## src/hw/mcr_consts.vh

```
// constants for the modem configuration register bank
// Notes on behaviour
// two 8-bit identifier registers join into one 16-bit scramble identifier.
// all units in a system must share the same scramble identifier.
// out-of-range writes are rejected and raise the format reject response.
// group select 01H, 02H, 03H picks one, two or three channels; others rejected.
// channel registers accept codes 02H to 51H only.
// first channel always active; second for group 2 or 3; third for 3.
// host should not program duplicate channels when several are active.
// without acknowledgement, retransmit up to retry count plus one times.
// broadcast always sends exactly retry count plus one times.
// policy bit 0 set suppresses every serial response to the host.
// policy bits 1 and 2 act only while bit 0 enables responses.
// bit 2 clear sends format reject on bad packet or 5 s byte gap.
// bit 1 clear sends accepted, delivered and delivery-failed responses.
// bit 1 set omits accepted; only delivered or delivery-failed remain.
// in headerless mode 40H is a header only after gap over interval times 100 ms.
// interval 00H makes every 40H byte a command header.
// host should keep unused registers at defaults, 01H then 00H.
// address filter bits 7 to 2 unused; bit 1 controls group address check.
// mode F0H is packet mode, FFH headerless; interval check only headerless.
// registers are 8 bits, keep last accepted value, rejected writes change nothing; here a rejected write still sets status bit 0.
`ifndef MCR_CONSTS_VH
`define MCR_CONSTS_VH
`define MCR_ADDR_MODE      5'h03
`define MCR_ADDR_ID_LOW    5'h04
`define MCR_ADDR_ID_HIGH   5'h05
`define MCR_ADDR_GROUP     5'h06
`define MCR_ADDR_CHAN1     5'h07
`define MCR_ADDR_CHAN2     5'h08
`define MCR_ADDR_CHAN3     5'h09
`define MCR_ADDR_SPARE1    5'h0a
`define MCR_ADDR_RETRY     5'h0b
`define MCR_ADDR_SPARE2    5'h0c
`define MCR_ADDR_POLICY    5'h0d
`define MCR_ADDR_SPARE3    5'h0e
`define MCR_ADDR_INTERVAL  5'h0f
`define MCR_ADDR_SPARE4    5'h10
`define MCR_ADDR_SPARE5    5'h11
`define MCR_ADDR_FILTER    5'h12
`define MCR_ADDR_STATUS    5'h1f
`define MCR_RST_MODE       8'hf0
`define MCR_RST_ID_LOW     8'h00
`define MCR_RST_ID_HIGH    8'h00
`define MCR_RST_GROUP      8'h03
`define MCR_RST_CHAN1      8'h02
`define MCR_RST_CHAN2      8'h2a
`define MCR_RST_CHAN3      8'h51
`define MCR_RST_SPARE1     8'h01
`define MCR_RST_RETRY      8'h0a
`define MCR_RST_SPARE      8'h00
`define MCR_RST_POLICY     8'h00
`define MCR_RST_INTERVAL   8'h00
`define MCR_RST_FILTER     8'h8d
`define MCR_MODE_PACKET    8'hf0
`define MCR_MODE_HEADLESS  8'hff
`define MCR_CHAN_MIN       8'h02
`define MCR_CHAN_MAX       8'h51
`define MCR_GROUP_MIN      8'h01
`define MCR_GROUP_MAX      8'h03
`define MCR_POLICY_MASK    8'h07
`define MCR_POL_SILENT     0
`define MCR_POL_NO_ACCEPT  1
`define MCR_POL_NO_REJECT  2
`define MCR_FILTER_GROUP   1
`define MCR_HEADER_BYTE    8'h40
`define MCR_CLOCK_HZ       50000000
`define MCR_GAP_UNIT_MS    100
`define MCR_IDLE_LIMIT_S   5
`define MCR_UNIT_CYCLES    ((`MCR_CLOCK_HZ / 1000) * `MCR_GAP_UNIT_MS)
`define MCR_IDLE_CYCLES    (`MCR_CLOCK_HZ * `MCR_IDLE_LIMIT_S)
`endif

```

## src/hw/mcr_config_bank.v

```verilog
// modem configuration register bank with response gating and header qualification
//
// Added by the designer: the plain strobed port and the address map.
`timescale 1ns/1ps
`default_nettype none
`include "mcr_consts.vh"
module mcr_config_bank #(
  parameter integer UNIT_CYCLES = `MCR_UNIT_CYCLES,
  parameter integer IDLE_CYCLES = `MCR_IDLE_CYCLES
) (
  input  wire        clock,
  input  wire        reset,
  input  wire [4:0]  regAddr,
  input  wire [7:0]  regWriteData,
  input  wire        regWrite,
  input  wire        regRead,
  output reg  [7:0]  regReadData,
  input  wire        hostByteValid,
  input  wire [7:0]  hostByte,
  input  wire        hostPacketValid,
  input  wire        hostPacketBad,
  input  wire        sendStart,
  input  wire        sendBroadcast,
  input  wire        ackReceived,
  output reg         commandHeader,
  output reg         formatRejectResponse,
  output reg         acceptedResponse,
  output reg         deliveredResponse,
  output reg         deliveryFailedResponse,
  output reg         transmitPulse,
  output reg         sendBusy,
  output reg  [15:0] scrambleId,
  output reg  [1:0]  channelCount,
  output reg  [7:0]  channelFirst,
  output reg  [7:0]  channelSecond,
  output reg  [7:0]  channelThird,
  output reg         headerlessMode,
  output reg         groupCheckEnable
);

  // ---------------------------------------------------------------
  // range checks
  // ---------------------------------------------------------------
  function inRange;
    input [7:0] value;
    input [7:0] low;
    input [7:0] high;
    begin
      inRange = (value >= low) && (value <= high);
    end
  endfunction

  reg [7:0] modeReg;
  reg [7:0] idLowReg;
  reg [7:0] idHighReg;
  reg [7:0] groupReg;
  reg [7:0] chan1Reg;
  reg [7:0] chan2Reg;
  reg [7:0] chan3Reg;
  reg [7:0] spare1Reg;
  reg [7:0] retryReg;
  reg [7:0] spare2Reg;
  reg [7:0] policyReg;
  reg [7:0] spare3Reg;
  reg [7:0] intervalReg;
  reg [7:0] spare4Reg;
  reg [7:0] spare5Reg;
  reg [7:0] filterReg;
  reg       lastRejectReg;

  // ---------------------------------------------------------------
  // write validation
  // ---------------------------------------------------------------
  // unmapped indices, the status word among them, refuse every write
  reg writeOk;
  always @* begin
    writeOk = 1'b1;
    if (regAddr == `MCR_ADDR_MODE) begin
      writeOk = (regWriteData == `MCR_MODE_PACKET) || (regWriteData == `MCR_MODE_HEADLESS);
    end else if (regAddr == `MCR_ADDR_GROUP) begin
      writeOk = inRange(regWriteData, `MCR_GROUP_MIN, `MCR_GROUP_MAX);
    end else if ((regAddr == `MCR_ADDR_CHAN1) || (regAddr == `MCR_ADDR_CHAN2) ||
                 (regAddr == `MCR_ADDR_CHAN3)) begin
      writeOk = inRange(regWriteData, `MCR_CHAN_MIN, `MCR_CHAN_MAX);
    end else if (regAddr == `MCR_ADDR_POLICY) begin
      writeOk = (regWriteData & ~`MCR_POLICY_MASK) == 8'h00;
    end else if ((regAddr >= `MCR_ADDR_ID_LOW) && (regAddr <= `MCR_ADDR_FILTER)) begin
      writeOk = 1'b1;
    end else begin
      writeOk = 1'b0;
    end
  end

  wire writeAccept = regWrite && writeOk;
  wire writeReject = regWrite && !writeOk;
  wire responsesOn = !policyReg[`MCR_POL_SILENT];

  // ---------------------------------------------------------------
  // register file
  // ---------------------------------------------------------------
  always @(posedge clock or posedge reset) begin
    if (reset) begin
      modeReg <= `MCR_RST_MODE;
      idLowReg <= `MCR_RST_ID_LOW;
      idHighReg <= `MCR_RST_ID_HIGH;
      groupReg <= `MCR_RST_GROUP;
      chan1Reg <= `MCR_RST_CHAN1;
      chan2Reg <= `MCR_RST_CHAN2;
      chan3Reg <= `MCR_RST_CHAN3;
      spare1Reg <= `MCR_RST_SPARE1;
      retryReg <= `MCR_RST_RETRY;
      spare2Reg <= `MCR_RST_SPARE;
      policyReg <= `MCR_RST_POLICY;
      spare3Reg <= `MCR_RST_SPARE;
      intervalReg <= `MCR_RST_INTERVAL;
      spare4Reg <= `MCR_RST_SPARE;
      spare5Reg <= `MCR_RST_SPARE;
      filterReg <= `MCR_RST_FILTER;
      lastRejectReg <= 1'b0;
    end else begin
      if (writeAccept) begin
        if (regAddr == `MCR_ADDR_MODE) begin
          modeReg <= regWriteData;
        end else if (regAddr == `MCR_ADDR_ID_LOW) begin
          idLowReg <= regWriteData;
        end else if (regAddr == `MCR_ADDR_ID_HIGH) begin
          idHighReg <= regWriteData;
        end else if (regAddr == `MCR_ADDR_GROUP) begin
          groupReg <= regWriteData;
        end else if (regAddr == `MCR_ADDR_CHAN1) begin
          chan1Reg <= regWriteData;
        end else if (regAddr == `MCR_ADDR_CHAN2) begin
          chan2Reg <= regWriteData;
        end else if (regAddr == `MCR_ADDR_CHAN3) begin
          chan3Reg <= regWriteData;
        end else if (regAddr == `MCR_ADDR_SPARE1) begin
          spare1Reg <= regWriteData;
        end else if (regAddr == `MCR_ADDR_RETRY) begin
          retryReg <= regWriteData;
        end else if (regAddr == `MCR_ADDR_SPARE2) begin
          spare2Reg <= regWriteData;
        end else if (regAddr == `MCR_ADDR_POLICY) begin
          policyReg <= regWriteData;
        end else if (regAddr == `MCR_ADDR_SPARE3) begin
          spare3Reg <= regWriteData;
        end else if (regAddr == `MCR_ADDR_INTERVAL) begin
          intervalReg <= regWriteData;
        end else if (regAddr == `MCR_ADDR_SPARE4) begin
          spare4Reg <= regWriteData;
        end else if (regAddr == `MCR_ADDR_SPARE5) begin
          spare5Reg <= regWriteData;
        end else if (regAddr == `MCR_ADDR_FILTER) begin
          filterReg <= regWriteData;
        end
      end
      if (regWrite) begin
        lastRejectReg <= writeReject;
      end
    end
  end

  // ---------------------------------------------------------------
  // read port
  // ---------------------------------------------------------------
  reg [7:0] readValue;
  always @* begin
    readValue = 8'h00;
    if (regAddr == `MCR_ADDR_MODE) begin
      readValue = modeReg;
    end else if (regAddr == `MCR_ADDR_ID_LOW) begin
      readValue = idLowReg;
    end else if (regAddr == `MCR_ADDR_ID_HIGH) begin
      readValue = idHighReg;
    end else if (regAddr == `MCR_ADDR_GROUP) begin
      readValue = groupReg;
    end else if (regAddr == `MCR_ADDR_CHAN1) begin
      readValue = chan1Reg;
    end else if (regAddr == `MCR_ADDR_CHAN2) begin
      readValue = chan2Reg;
    end else if (regAddr == `MCR_ADDR_CHAN3) begin
      readValue = chan3Reg;
    end else if (regAddr == `MCR_ADDR_SPARE1) begin
      readValue = spare1Reg;
    end else if (regAddr == `MCR_ADDR_RETRY) begin
      readValue = retryReg;
    end else if (regAddr == `MCR_ADDR_SPARE2) begin
      readValue = spare2Reg;
    end else if (regAddr == `MCR_ADDR_POLICY) begin
      readValue = policyReg;
    end else if (regAddr == `MCR_ADDR_SPARE3) begin
      readValue = spare3Reg;
    end else if (regAddr == `MCR_ADDR_INTERVAL) begin
      readValue = intervalReg;
    end else if (regAddr == `MCR_ADDR_SPARE4) begin
      readValue = spare4Reg;
    end else if (regAddr == `MCR_ADDR_SPARE5) begin
      readValue = spare5Reg;
    end else if (regAddr == `MCR_ADDR_FILTER) begin
      readValue = filterReg;
    end else if (regAddr == `MCR_ADDR_STATUS) begin
      readValue = {5'h00, sendBusy, headerlessMode, lastRejectReg};
    end
  end

  // read data stand only in the cycle after the strobe, zero otherwise
  always @(posedge clock or posedge reset) begin
    if (reset) begin
      regReadData <= 8'h00;
    end else if (regRead) begin
      regReadData <= readValue;
    end else begin
      regReadData <= 8'h00;
    end
  end

  // ---------------------------------------------------------------
  // byte gap timing
  // ---------------------------------------------------------------
  reg [31:0] unitCount;
  reg [7:0]  gapUnits;
  reg        gapSaturated;
  reg [31:0] idleCount;
  reg        idleTimeout;
  reg        inPacket;

  // the gap is kept in whole units: a header needs interval plus one of them
  wire gapLong = gapSaturated || (gapUnits > intervalReg);
  wire isHeader = hostByteValid && (hostByte == `MCR_HEADER_BYTE) &&
                  (!headerlessMode || (intervalReg == 8'h00) || gapLong);

  always @(posedge clock or posedge reset) begin
    if (reset) begin
      unitCount <= 32'h0;
      gapUnits <= 8'h00;
      gapSaturated <= 1'b0;
      idleCount <= 32'h0;
      idleTimeout <= 1'b0;
      inPacket <= 1'b0;
    end else begin
      idleTimeout <= 1'b0;
      if (hostByteValid) begin
        unitCount <= 32'h0;
        gapUnits <= 8'h00;
        gapSaturated <= 1'b0;
        idleCount <= 32'h0;
        inPacket <= !hostPacketValid && !hostPacketBad;
      end else begin
        if (unitCount == UNIT_CYCLES - 1) begin
          unitCount <= 32'h0;
          if (gapUnits == 8'hff) begin
            gapSaturated <= 1'b1;
          end else begin
            gapUnits <= gapUnits + 8'h01;
          end
        end else begin
          unitCount <= unitCount + 32'h1;
        end
        // the idle limit runs only inside a packet; a quiet line between packets is fine
        if (hostPacketValid || hostPacketBad) begin
          inPacket <= 1'b0;
        end else if (inPacket && idleCount == IDLE_CYCLES - 1) begin
          idleTimeout <= 1'b1;
          inPacket <= 1'b0;
        end else if (inPacket) begin
          idleCount <= idleCount + 32'h1;
        end
      end
    end
  end

  // ---------------------------------------------------------------
  // retransmission sequencer
  // ---------------------------------------------------------------
  localparam [1:0] ST_IDLE = 2'd0;
  localparam [1:0] ST_SEND = 2'd1;
  localparam [1:0] ST_WAIT = 2'd2;
  reg [1:0] sendState;
  reg [8:0] sendsLeft;
  reg       broadcastReg;
  reg       sendDone;
  reg       sendOk;

  always @(posedge clock or posedge reset) begin
    if (reset) begin
      sendState <= ST_IDLE;
      sendsLeft <= 9'h000;
      broadcastReg <= 1'b0;
      transmitPulse <= 1'b0;
      sendBusy <= 1'b0;
      sendDone <= 1'b0;
      sendOk <= 1'b0;
    end else begin
      transmitPulse <= 1'b0;
      sendDone <= 1'b0;
      case (sendState)
        ST_IDLE: begin
          if (sendStart) begin
            sendsLeft <= {1'b0, retryReg} + 9'h001;
            broadcastReg <= sendBroadcast;
            sendBusy <= 1'b1;
            sendState <= ST_SEND;
          end
        end
        ST_SEND: begin
          transmitPulse <= 1'b1;
          sendsLeft <= sendsLeft - 9'h001;
          sendState <= ST_WAIT;
        end
        // the acknowledgement is looked at only in the wait after each attempt
        default: begin
          if (ackReceived && !broadcastReg) begin
            sendDone <= 1'b1;
            sendOk <= 1'b1;
            sendBusy <= 1'b0;
            sendState <= ST_IDLE;
          end else if (sendsLeft != 9'h000) begin
            sendState <= ST_SEND;
          end else begin
            sendDone <= 1'b1;
            sendOk <= broadcastReg;
            sendBusy <= 1'b0;
            sendState <= ST_IDLE;
          end
        end
      endcase
    end
  end

  // ---------------------------------------------------------------
  // host responses
  // ---------------------------------------------------------------
  always @(posedge clock or posedge reset) begin
    if (reset) begin
      commandHeader <= 1'b0;
      formatRejectResponse <= 1'b0;
      acceptedResponse <= 1'b0;
      deliveredResponse <= 1'b0;
      deliveryFailedResponse <= 1'b0;
    end else begin
      commandHeader <= isHeader;
      formatRejectResponse <= responsesOn && !policyReg[`MCR_POL_NO_REJECT] &&
                              (writeReject || hostPacketBad || idleTimeout);
      acceptedResponse <= responsesOn && !policyReg[`MCR_POL_NO_ACCEPT] &&
                          hostPacketValid;
      deliveredResponse <= responsesOn && sendDone && sendOk;
      deliveryFailedResponse <= responsesOn && sendDone && !sendOk;
    end
  end

  // ---------------------------------------------------------------
  // configuration outputs
  // ---------------------------------------------------------------
  always @(posedge clock or posedge reset) begin
    if (reset) begin
      scrambleId <= {`MCR_RST_ID_HIGH, `MCR_RST_ID_LOW};
      channelCount <= 2'd3;
      channelFirst <= `MCR_RST_CHAN1;
      channelSecond <= `MCR_RST_CHAN2;
      channelThird <= `MCR_RST_CHAN3;
      headerlessMode <= 1'b0;
      groupCheckEnable <= 1'b0;
    end else begin
      scrambleId <= {idHighReg, idLowReg};
      channelCount <= groupReg[1:0];
      channelFirst <= chan1Reg;
      channelSecond <= (groupReg[1:0] >= 2'd2) ? chan2Reg : 8'h00;
      channelThird <= (groupReg[1:0] == 2'd3) ? chan3Reg : 8'h00;
      headerlessMode <= (modeReg == `MCR_MODE_HEADLESS);
      groupCheckEnable <= filterReg[`MCR_FILTER_GROUP];
    end
  end

endmodule
`default_nettype wire

```

## config.mk

```make
export PLATFORM = sky130hd
export DESIGN_NAME = mcr_config_bank
export DESIGN_NICKNAME = d
export VERILOG_FILES = /design/src/hw/mcr_config_bank.v
export VERILOG_INCLUDE_DIRS = /design/src /design/src/hw
export SDC_FILE = /design/constraint.sdc
export NUM_CORES = 1
export LEC_CHECK = 0
export BUFFER_PORTS_ARGS = -buffer_cell sky130_fd_sc_hd__buf_4
export CORE_MARGIN = 1.5
export CORE_UTILIZATION = 55
export CTS_CLUSTER_DIAMETER = 80
export DETAILED_ROUTE_END_ITERATION = 10
export HOLD_SLACK_MARGIN = 0.15
export PLACE_DENSITY = 0.74
export SYNTH_ARGS = -nofsm -noshare
export SYNTH_HDL_FRONTEND = slang
export SYNTH_SLANG_ARGS = --single-unit
```

## constraint.sdc

```tcl
create_clock -name clock -period 11.05 [get_ports clock]
set_clock_uncertainty 0.1 [all_clocks]
set_input_delay 2.21 -clock clock [delete_from_list [all_inputs] [get_ports clock]]
set_output_delay 2.21 -clock clock [all_outputs]
set_load 0.01 [all_outputs]
```

==> run_results.csv <==
group,metric,value,unit
setup_path,cp_data_arrival_time,4850,ps
floorplan,die-area,0.0244,mm^2
min_path,min_path_type,"reg -> reg",
sta,tightest_slew,1040,ps
floorplan,start_util,0.565,
logic_synthesis,synthMuxAreaShare,0.108,
sta,whs,284,ps
logic_synthesis,synth.distinct_cells,69,
logic_synthesis,synth-compound-area-share,0.0912,
route,num_vias,9345,
floorplan,io_pins,90,
cells_and_area,area_growth,14.7,%
floorplan,core-area,0.0228,mm^2
floorplan,die_h,156,um
place,gp_congestion,0.945,
logic_synthesis,synthArstFlopShare,1.00,
sta,rsz0062_at_grt,"false",
floorplan,rows,55,
logic_synthesis,ys.flop_type,"dfrtp_1",
grt,grt_max_degree,107,
route,firstDrtPassIters,5,
place,port_buffers,89,
setup_path,end_kind,"flip-flop",
place,dp_hpwl,19.8,mm
cells_and_area,final_util,0.648,
grt,grt_usage,0.252,
cells_and_area,layout.cells.non_filler,1576,
min_path,hold_depth,0,
sta,hold_violations,0,
cts,cts_tree,"built",
logic_synthesis,synth_edf_count,0,
sta,max_slew_margin,0.305,
sta,setup_tns,0,ps
grt,grt_antenna_before_repair,0,
sta,setup_viol,0,
pwr,peakVddDrop,0.118,mV
grt,grt_first_pass_wirelength,48.7,mm
cells_and_area,antenna-diode-count,0,
logic_synthesis,syn_nets,1224,
logic_synthesis,synth-seq-cells,277,
setup_path,reg2reg_depth,6,
sta,finalCriticalPeriod,4520,ps
setup_path,critPathMaxFanout,61,
setup_path,path_class,"in -> reg",
sta,post-route-period-util,0.409,
logic_synthesis,synth_xor_area_frac,0.0434,
flow_run,cap_violations,0,
setup_path,required,11380,ps
floorplan,die_w,156,um
logic_synthesis,yosysWarningCount,0,
cts,post_cts_buffers,0,
logic_synthesis,synth_area,0.0129,mm^2
cts,numCtsBuffers,29,
cts,clk_pin_slew,60,ps
sta,slew_viol_final,0,
grt,grt_overflow_total,0,
cells_and_area,drive_gt1_frac,0.245,
cts,clockBufferDepth,3,
setup_path,crit_path_start_kind,"input pin",
cts,cts_resized,0,
cells_and_area,final_cell_mix,"dfrtp_1 (248), mux2_2 (107), buf_4 (93), nor2_1 (91), nand2_1 (83)",
route,drc_errors,0,
cts,clock_latency,550,ps
logic_synthesis,synth-simple-area-share,0.177,
cts,clock_sinks,277,
sta,max_freq,0.221,GHz
pwr,cellLeakagePower,6.74,nW
logic_synthesis,yosys.area_share.adder,0.0126,
place,placedCellCount,1522,
logic_synthesis,synth_seq_area_share,0.540,
logic_synthesis,synth_area_per_cell,10.9,um^2
logic_synthesis,synth_top_family_by_area,"simple AND/OR/NAND/NOR gates",
status,status,"complete, no violations",
cts,holdBufCountCts,0,
cts,htreeDepth,1,
grt,grt_pass1_vias,9087,
cells_and_area,final_nets,1284,
pwr,power.density,173,mW/mm^2
route,drtIter0Drc,624,
route,antenna_left,0,
route,vias_per_cell,5.93,
route,finalWirelength,29.9,mm
logic_synthesis,syn_inst,1180,
cts,clockRootBuffer,"clkbuf_16",
cells_and_area,final_common_cell,"dfrtp_1",
route,wire_per_inst,19.0,um
flip-flops by register name, summed over array words and instances, names as in the netlist, 9 cells and up:
register / count
idleCount: 32
scrambleId: 16
sendsLeft: 9
unitCount: 32
area by class of cell:
cell class                      instances  area (um^2)
Clock buffer                           33          771
Multi-Input combinational cell        809         5580
Fill cell                            1800         8050
Inverter                               30          120
Clock inverter                         21          267
Sequential cell                       277         6970
Tap cell                              313          392
Timing Repair Buffer                   93          698
metrics by stage:
| stage | power (mW) | setup WS [ps] | area (um^2) |
|---|---|---|---|
| finish | 2.56 | 6530 | 14800 |
| global route | 2.67 | 6430 | 14800 |
| CTS | 2.58 | 6600 | 14800 |
| detailed placement | 1.54 | 6030 | 13800 |
| global placement | 1.53 | 6080 | 13800 |
| floorplan | 1.41 | 1150 | 12900 |
power by group:
| part | switching, mW | internal [mW] | total (mW) |
|---|---|---|---|
| combinational | 0.180 | 0.142 | 0.322 |
| clock | 0.416 | 0.623 | 1.04 |
| sequential | 0.0773 | 1.12 | 1.20 |
| total | 0.674 | 1.89 | 2.56 |
final timing paths:
check / from / endpoint / slack (ps)
worst max-delay path: regAddr[1] / idHighReg[3]$_DFFE_PP0P_ / 6530
worst min-delay path: chan1Reg[1]$_DFFE_PP1P_ / channelFirst[1]$_DFF_PP1_ / 280
worst max register to register: unitCount[26]$_DFF_PP0_ / unitCount[29]$_DFF_PP0_ / 8450
worst min register to register: chan1Reg[1]$_DFFE_PP1P_ / channelFirst[1]$_DFF_PP1_ / 280
max in group asynchronous: reset / broadcastReg$_DFFE_PP0P_ / 7630
min in group asynchronous: reset / headerlessMode$_DFF_PP0_ / 1670
layer usage:
layer / global-route usage / vias up / wire length (um)
li1: - / 4366 / -
met1: 0.350 / 4599 / 13200
met2: 0.402 / 307 / 14000
met3: 0.0350 / 73 / 1680
met4: 0.100 / 0 / 1030
met5: 0 / - / 0
synth_stat cells (5+ instances only):
library cell  number  area share
ha_1              13       0.013
a21oi_1           39       0.015
mux2i_1           17       0.013
o31ai_1            5      0.0029
a221oi_1           7      0.0048
clkbuf_1          53       0.015
a22oi_1            6      0.0035
o21ai_0           57       0.022
xnor2_1           29       0.020
a22o_1             9      0.0061
dfrtp_1          248        0.48
nand3_1           38       0.015
o22ai_1            8      0.0039
inv_1             30      0.0087
nor2_1            91       0.026
nor3_1            25      0.0097
and4_1            11      0.0075
mux2_2           107       0.093
xor2_1            35       0.024
nand3_2            5      0.0039
nand2_1           83       0.024
a31oi_1            5      0.0024
nor3b_1            7      0.0041
nand2b_1          12      0.0058
nand4_1           32       0.016
buf_1              7      0.0020
dfstp_2           29       0.059
nor4b_1            6      0.0041
or3_1             12      0.0058
o221ai_1           5      0.0034
nor2b_1           12      0.0058
and2_1            23       0.011
nor4_1            16      0.0078
and3_1            30       0.015
cells by family (layout without fill, tap and decap cells):
family | Yosys count | after routing
buffers and inverters | 94 | 177
muxes | 125 | 125
AOI/OAI and AO/OA | 181 | 181
xor gates and xnor gates | 64 | 64
and+or+nand+nor | 426 | 426
adders and majority gates | 13 | 13
DFF | 277 | 277
critical path: stages:
cell	delay, ps
buf_4	550
nor2b_1	400
o311a_1	240
or3_4	420
a21oi_4	340
nand3_2	270
mux2_2	390
(Power assumes the default switching activity.)
